<file path="src/include/timer_defines.svh">
// Register offsets, field positions, reset values and timing counts of the timer
`ifndef TIMER_DEFINES_SVH
`define TIMER_DEFINES_SVH

// ----------------------------------------------------------------------------
// Register byte offsets
// ----------------------------------------------------------------------------
`define OFS_CONTROL       4'h0
`define OFS_COUNT         4'h4
`define OFS_PERIOD        4'h8
`define OFS_STATUS        4'hc

// ----------------------------------------------------------------------------
// Field positions and codes
// ----------------------------------------------------------------------------
`define BIT_WRITE_PENDING 11
`define BIT_MATCH_FLAG    0
`define ECS_ASYNC         2'h1
`define CTRL_WMASK        16'hb3b6
`define CTRL_RESET        16'h0000
`define PERIOD_RESET      16'hffff

// ----------------------------------------------------------------------------
// Prescale last-count values for ratios 1, 8, 64, 256
// ----------------------------------------------------------------------------
`define PRE_LAST_0        8'h00
`define PRE_LAST_1        8'h07
`define PRE_LAST_2        8'h3f
`define PRE_LAST_3        8'hff

// ----------------------------------------------------------------------------
// Timing counts
// ----------------------------------------------------------------------------
`define WAKE_HOLD_PULSES  3'h5
`define COUNT_WRITE_GAP   3'h4

`endif

</file>
<file path="src/include/timer_pkg.sv">
// Types shared by the timer design
package timer_pkg;

    // Control register layout, most significant bit first
    typedef struct packed {
        logic       enable;
        logic [1:0] rsvd_14;
        logic       async_write_block;
        logic       async_write_pending;
        logic       rsvd_10;
        logic [1:0] external_clock_select;
        logic       gate_accumulate_enable;
        logic       rsvd_6;
        logic [1:0] prescale_select;
        logic       rsvd_3;
        logic       external_sync_select;
        logic       clock_source_select;
        logic       rsvd_0;
    } control_type;

    // Sleep sequencing, Gray coded
    typedef enum logic [1:0] {
        ST_RUN   = 2'b00,
        ST_SLEEP = 2'b01,
        ST_HOLD  = 2'b11
    } wake_state_type;

endpackage

</file>
<file path="src/hdl/async_capable_timer_counter.sv">
// Timer counter with synchronous, asynchronous and gated modes behind an Avalon-MM slave
//
// Added by the designer: the address map and the Avalon-MM slave port.
`timescale 1ns/1ps
`include "timer_defines.svh"

// What this block does
// - In asynchronous external mode the count holds its value for 5 external pulses after waking from sleep.
// - In asynchronous external mode the first external pulse is dropped, so the count lags by one.
// - In asynchronous mode a period of one never wraps and the count runs on; software must use a period above one.
// - Gated mode with a non-zero prescaler misbehaves: the gate is ignored and the timer counts freely.
// - The write-block control bit has no effect and the write-pending status bit always reads zero.
module async_capable_timer_counter
    import timer_pkg::*;
#(
    parameter int CNT_W = 16
)(
    input  wire logic        sys_clk_i,         // Bus clock, 40 MHz
    input  wire logic        reset_n_i,         // Async reset, active low
    input  wire logic [3:0]  avs_address_i,     // Byte address
    input  wire logic        avs_read_i,        // Read request
    input  wire logic        avs_write_i,       // Write request
    input  wire logic [31:0] avs_writedata_i,   // Write data
    input  wire logic [3:0]  avs_byteenable_i,  // Byte lanes
    output logic      [31:0] avs_readdata_o,    // Read data
    output logic             avs_waitrequest_o, // Stall
    input  wire logic        ext_count_i,       // External count input
    input  wire logic        gate_i,            // Accumulation gate
    input  wire logic        sleep_i,           // Device in sleep
    output logic             period_match_o     // Match pulse
);

    // ------------------------------------------------------------------------
    // Helpers
    // ------------------------------------------------------------------------
    // Byte-lane merge of write data into a 32-bit old value
    function automatic logic [31:0] merge(input logic [31:0] old, input logic [31:0] wd, input logic [3:0] be);
        logic [31:0] r;
        r = old;
        for (int i = 0; i < 4; i++)
            if (be[i]) r[i*8 +: 8] = wd[i*8 +: 8];
        return r;
    endfunction

    // Prescaler last count for a select code
    function automatic logic [7:0] pre_last(input logic [1:0] sel);
        unique case (sel)
            2'h0: return `PRE_LAST_0;
            2'h1: return `PRE_LAST_1;
            2'h2: return `PRE_LAST_2;
            2'h3: return `PRE_LAST_3;
        endcase
    endfunction

    // ------------------------------------------------------------------------
    // State
    // ------------------------------------------------------------------------
    control_type        ctrl_r;
    logic [CNT_W-1:0]   count_r;
    logic [CNT_W-1:0]   period_r;
    logic               flag_r;
    logic [7:0]         pre_r;
    logic               ext_prev_r;
    logic               drop_first_r;
    logic [2:0]         hold_cnt_r;
    logic [2:0]         gap_r;
    wake_state_type     state_r;
    wake_state_type     state_nxt;
    logic               waitreq_r;
    logic [31:0]        rdata_r;
    logic               match_r;

    // ------------------------------------------------------------------------
    // Bus decode
    // ------------------------------------------------------------------------
    wire        sel_ctrl   = avs_address_i == `OFS_CONTROL;
    wire        sel_count  = avs_address_i == `OFS_COUNT;
    wire        sel_period = avs_address_i == `OFS_PERIOD;
    wire        sel_status = avs_address_i == `OFS_STATUS;
    wire        count_stall = avs_write_i & sel_count & (gap_r != 3'h0);
    wire        ack_nxt    = (avs_read_i | avs_write_i) & waitreq_r & ~count_stall;
    wire        wr_done    = avs_write_i & ~waitreq_r;
    wire        wr_ctrl    = wr_done & sel_ctrl;
    wire        wr_count   = wr_done & sel_count;
    wire        wr_period  = wr_done & sel_period;
    wire        wr_status  = wr_done & sel_status;
    wire [31:0] ctrl_word  = {16'h0000, ctrl_r};
    wire [31:0] ctrl_wr    = merge(ctrl_word, avs_writedata_i, avs_byteenable_i) & {16'h0000, `CTRL_WMASK};
    wire [31:0] count_wr   = merge({{(32-CNT_W){1'b0}}, count_r}, avs_writedata_i, avs_byteenable_i);
    wire [31:0] period_wr  = merge({{(32-CNT_W){1'b0}}, period_r}, avs_writedata_i, avs_byteenable_i);
    wire        flag_clr   = wr_status & avs_byteenable_i[0] & avs_writedata_i[`BIT_MATCH_FLAG];

    // Read mux, unmapped reads zero
    wire [31:0] rd_mux = sel_ctrl   ? ctrl_word :
                         sel_count  ? {{(32-CNT_W){1'b0}}, count_r} :
                         sel_period ? {{(32-CNT_W){1'b0}}, period_r} :
                         sel_status ? {31'h0, flag_r} : 32'h0;

    // ------------------------------------------------------------------------
    // Count source selection
    // ------------------------------------------------------------------------
    wire ext_edge   = ext_count_i & ~ext_prev_r;
    wire async_mode = ctrl_r.clock_source_select & ~ctrl_r.external_sync_select &
                      (ctrl_r.external_clock_select == `ECS_ASYNC);
    wire gate_bug   = ctrl_r.gate_accumulate_enable & (ctrl_r.prescale_select != 2'h0);
    wire gate_open  = ~ctrl_r.gate_accumulate_enable | gate_i | gate_bug;
    wire src_tick   = ctrl_r.clock_source_select ? ext_edge : gate_open;
    wire awake_ok   = (state_r == ST_RUN) | ((state_r == ST_SLEEP) & async_mode);
    wire drop_now   = async_mode & drop_first_r & ext_edge;
    wire raw_tick   = ctrl_r.enable & awake_ok & src_tick & ~drop_now;
    wire cnt_tick   = raw_tick & (pre_r == pre_last(ctrl_r.prescale_select));
    wire no_wrap    = async_mode & (period_r == CNT_W'(1));
    wire at_match   = (count_r == period_r) & ~no_wrap;
    wire hold_done  = ext_edge & (hold_cnt_r == `WAKE_HOLD_PULSES - 3'h1);

    // Sleep and wake sequencing
    always_comb
    begin
        state_nxt = state_r;
        unique case (state_r)
            ST_RUN:   if (sleep_i) state_nxt = ST_SLEEP;
            ST_SLEEP: if (!sleep_i) state_nxt = async_mode ? ST_HOLD : ST_RUN;
            ST_HOLD:  if (hold_done || !async_mode) state_nxt = ST_RUN;
            default:  state_nxt = ST_RUN;
        endcase
    end

    // ------------------------------------------------------------------------
    // Bus slave registers
    // ------------------------------------------------------------------------
    // Handshake and read data
    always_ff @(posedge sys_clk_i or negedge reset_n_i)
    begin
        if (!reset_n_i)
        begin
            waitreq_r <= 1'b1;
            rdata_r   <= 32'h0;
        end
        else
        begin
            waitreq_r <= ~ack_nxt;
            if (ack_nxt) rdata_r <= rd_mux;
        end
    end

    // Control and period
    always_ff @(posedge sys_clk_i or negedge reset_n_i)
    begin
        if (!reset_n_i)
        begin
            ctrl_r   <= `CTRL_RESET;
            period_r <= CNT_W'(`PERIOD_RESET);
        end
        else
        begin
            if (wr_ctrl) ctrl_r <= ctrl_wr[15:0];
            if (wr_period) period_r <= period_wr[CNT_W-1:0];
        end
    end

    // ------------------------------------------------------------------------
    // Timer core
    // ------------------------------------------------------------------------
    // Count, match flag and match pulse; set wins over clear
    always_ff @(posedge sys_clk_i or negedge reset_n_i)
    begin
        if (!reset_n_i)
        begin
            count_r <= '0;
            flag_r  <= 1'b0;
            match_r <= 1'b0;
        end
        else
        begin
            match_r <= cnt_tick & at_match & ~wr_count;
            flag_r  <= (cnt_tick & at_match & ~wr_count) | (flag_r & ~flag_clr);
            if (wr_count) count_r <= count_wr[CNT_W-1:0];
            else if (cnt_tick) count_r <= at_match ? '0 : count_r + CNT_W'(1);
        end
    end

    // Prescaler, edge memory, first-pulse drop and wake hold
    always_ff @(posedge sys_clk_i or negedge reset_n_i)
    begin
        if (!reset_n_i)
        begin
            pre_r        <= 8'h00;
            ext_prev_r   <= 1'b0;
            drop_first_r <= 1'b1;
            hold_cnt_r   <= 3'h0;
            gap_r        <= 3'h0;
            state_r      <= ST_RUN;
        end
        else
        begin
            ext_prev_r   <= ext_count_i;
            state_r      <= state_nxt;
            if (wr_ctrl || cnt_tick) pre_r <= 8'h00;
            else if (raw_tick) pre_r <= pre_r + 8'h01;
            if (!async_mode || !ctrl_r.enable) drop_first_r <= 1'b1;
            else if (ext_edge) drop_first_r <= 1'b0;
            if (state_r != ST_HOLD) hold_cnt_r <= 3'h0;
            else if (ext_edge) hold_cnt_r <= hold_cnt_r + 3'h1;
            if (wr_count) gap_r <= `COUNT_WRITE_GAP - 3'h1;
            else if (gap_r != 3'h0) gap_r <= gap_r - 3'h1;
        end
    end

    assign avs_readdata_o    = rdata_r;
    assign avs_waitrequest_o = waitreq_r;
    assign period_match_o    = match_r;
endmodule // async_capable_timer_counter

</file>
<file path="config.mk">
export PLATFORM = sky130hd
export DESIGN_NAME = async_capable_timer_counter
export DESIGN_NICKNAME = d
export VERILOG_FILES = /design/src/include/timer_pkg.sv /design/src/hdl/async_capable_timer_counter.sv
export VERILOG_INCLUDE_DIRS = /design/src /design/src/include
export SDC_FILE = /design/constraint.sdc
export NUM_CORES = 1
export LEC_CHECK = 0
export ABC_AREA = 1
export BUFFER_PORTS_ARGS = -buffer_cell sky130_fd_sc_hd__buf_2
export CAP_MARGIN = 20
export CORE_MARGIN = 2
export CORE_UTILIZATION = 50
export CTS_CLUSTER_DIAMETER = 40
export DETAILED_ROUTE_END_ITERATION = 12
export PLACE_DENSITY = 0.81
export SETUP_SLACK_MARGIN = 0.05
export SKIP_LAST_GASP = 1
export SLEW_MARGIN = 30
export SYNTH_ARGS = -nofsm -noshare
export SYNTH_HDL_FRONTEND = slang
export SYNTH_SLANG_ARGS = --single-unit
</file>
<file path="constraint.sdc">
create_clock -name sys_clk_i -period 2.6 [get_ports sys_clk_i]
set_clock_uncertainty 0.15 [all_clocks]
set_input_delay 0.65 -clock sys_clk_i [delete_from_list [all_inputs] [get_ports sys_clk_i]]
set_output_delay 0.65 -clock sys_clk_i [all_outputs]
set_load 0.05 [all_outputs]
</file>
==> flow_summary_export.csv <==
group,metric,value,unit
job,cap_violations,0,
pwr,intPower,2.18,mW
yosys,syn_avg_cell_area,7.35,um2
timing,tns,0,ps
pwr,seqPwrFrac,46.6,%
worst_setup_path,crit_type,"flip-flop to flip-flop",
routing,postRouteAntennaNets,0,
yosys,yosys.area.top_type_share,32.3,%
global_route,gr-total-overflow,0,
clock_network,cts_setup_buffers,0,
routing,num_vias,4201,
timing,fmax,0.494,GHz
routing,drc,0,
place,place_ws,295,ps
pwr,p_leak,2.77,nW
worst_setup_path,cpPeakStageDelay,380,ps
cells_and_area,final_nets,746,
clock_network,cts_max_level,3,
yosys,synth_largest_area_cell,"dfrtp_1",
timing,finalCriticalPeriod,2020,ps
yosys,synth_common_cells,"203 x nand2_1, 68 x inv_1, 61 x dfrtp_1, 60 x nor2_1, 41 x nand3_1",
clock_network,cts_tree,"done",
cells_and_area,drive_gt1_share,18.1,%
global_route,grt_pass1_vias,3978,
worst_setup_path,crit_arrival,2120,ps
yosys,synth_area_leaders,"dfrtp_1 32%, nand2_1 16%, dfstp_2 10%",
yosys,async_reset_ff_share,100,%
clock_network,path_clk_slew,80,ps
worst_hold_path,min_path_type,"primary input to asynchronous set/reset pin",
floorplanning,die_w,101,um
worst_setup_path,cp-start-kind,"flip-flop",
worst_setup_path,path_cells,"inv_1 -> ha_1 -> ha_1 -> inv_1 -> nand3_1 -> nand2_2 -> inv_2 -> o21ai_0 -> o22a_1",
floorplanning,core_area,9200,um2
worst_setup_path,worstRegToRegCells,9,
yosys,synth-seq-cells,79,
run_status,outcome,"completed",
pwr,switching_power,1.21,mW
worst_setup_path,rr_startpoint,"gap_r[0]",
place,globalplace.congestion,0.883,
timing,fin_ws,577,ps
pwr,pwr-share-comb,26.6,%
global_route,antenna_found_initial,0,
pwr,ir_drop,0.242,mV
timing,hold_violations,0,
cells_and_area,final_util,56.7,%
clock_network,numCtsBuffers,9,
clock_network,cts.sinks,79,
worst_setup_path,r2r_end,"avs_readdata_o[8]",
timing,grt_setup_unrepaired,"no",
yosys,synth_cell_type_count,30,
timing,hold_slack,68.9,ps
pwr,switching_share,35.6,%
worst_setup_path,endpoint_kind,"flip-flop",
yosys,ys_warn_count,0,
pwr,power_density,649,nW/um2
cells_and_area,diodes,0,
yosys,seq_area_frac_synth,42.3,%
global_route,grt_pass1_wl,18600,um
yosys,postSynthCellCount,643,
pwr,pwr-share-clk,26.8,%
yosys,synth.cell_area,4720,um2
yosys,ys.flop_type,"dfrtp_1",
place,hpwlAfterDp,8510,um
yosys,synth-edff-count,0,
worst_setup_path,startpoint,"gap_r[0]",
place,port_buffers,46,
global_route,grtUsageTotal,23.1,%
routing,firstDrtPassIters,5,
timing,drv_slew,0,
clock_network,cts_root_buffer,"clkbuf_8",
floorplanning,die_area,10200,um2
timing,setup_viol,0,
worst_setup_path,cp.required,2700,ps
floorplanning,start_util,51.4,%
cells_and_area,area_growth,10.4,%
worst_setup_path,endpoint,"avs_readdata_o[8]",
clock_network,holdBufCountCts,0,
floorplanning,rows,35,
routing,vias_per_cell,5.19,
floorplanning,num_io_pins,81,
routing,drt_iter0_drc,297,
routing,routedWlPerCell,13.8,um
routing,routed_wl,11200,um
clock_network,cts_buffer_depth,2,
worst_setup_path,critPathMaxFanout,25,
clock_network,insertion_delay,360,ps
floorplanning,die_h,101,um
clock_network,post_cts_resized,0,
yosys,synth_most_common_cell,"nand2_1",
timing,period_share,77.8,%
worst_setup_path,r2r_slack,580,ps
worst_setup_path,cp_slowest_cell,"dfrtp_1",
global_route,grt_max_degree,49,
[layer usage]
metal / vias up / track usage [%] / wire length (um)
li1: 2118 / - / -
met5: - / 0 / 0
met1: 1940 / 30.9 / 5020
met2: 123 / 38.2 / 5380
met4: 0 / 7.90 / 214
met3: 20 / 4.14 / 551
[through the flow]
| step | cell area, um2 | std cells | total power [mW] |
|---|---|---|---|
| CTS | 5220 | 809 | 3.39 |
| floorplan | 4780 | 658 | 2.26 |
| detailed placement | 5030 | 793 | 2.50 |
| finish | 5220 | 809 | 3.38 |
| global route | 5220 | 809 | 3.58 |
| global placement | 5030 | 793 | 2.45 |
[cell type report]
class                   count  area, um2
fillers                   851       3980
multi-input cells         467       2280
flip-flops and latches     79       2000
inverters                  84        315
repair buffers             52        290
clock buffers              12        145
well taps                 111        139
clock inverters             4       45.0
[critical path: cells and delay by family, from the launching register on]
kind            cells  cell delay, ps
compound gates      2             380
fa+ha+maj           2             370
buf+inv             3             470
flops               1             380
simple gates        2             180
[sequential cells by signal, indices dropped and copies added (netlist names), 2 cells and up]
signal and cells:
ctrl_r 10, count_r 16, pre_r 8, state_r 2, avs_readdata_o 16, gap_r 3
period_r 16, hold_cnt_r 3
[cells by family after synthesis]
group | after synthesis | share of synthesized area [%]
DFF | 79 | 42.3
buffers and inverters | 112 | 10.5
adders and majority gates | 6 | 1.59
and+or+nand+nor | 342 | 31.9
other | 1 | 0.0794
xor gates and xnor gates | 16 | 2.97
AOI/OAI and AO/OA | 87 | 10.5
[worst min path at each step]
stage | from | endpoint | depth (start not counted)
after floorplan | reset_n_i | avs_readdata_o[0] | 0
after global placement | ctrl_r[15] | drop_first_r | 1
after detailed placement | ctrl_r[15] | drop_first_r | 1
after CTS | reset_n_i | pre_r[5] | 1
after global routing | reset_n_i | pre_r[5] | 1
final | reset_n_i | pre_r[5] | 1
[power by group through the flow]
stage          clock network [mW]  registers (mW)  logic (mW)
6_report                    0.907            1.58       0.901
5_1_grt                     0.975            1.59        1.01
4_1_cts                     0.914            1.57       0.906
3_5_place_dp                    0            1.59       0.902
3_3_place_gp                    0            1.58       0.866
2_1_floorplan                   0            1.72       0.533
[layout by cell type (no fill, tap or decap), types with 6 or more instances in the layout]
cell type / count
xor2_1: 16
nand4_1: 8
o22ai_1: 14
nand3_2: 9
nor2_1: 60
o21ai_1: 7
ha_1: 6
conb_1: 16
buf_2: 45
nand2_1: 203
o21ai_0: 31
o22a_1: 10
nor2_2: 7
inv_2: 16
buf_4: 6
inv_1: 68
nand3_1: 41
dfstp_2: 18
a21oi_1: 22
clkbuf_8: 10
dfrtp_1: 61
Note: power is estimated with default switching activity, not from simulation.
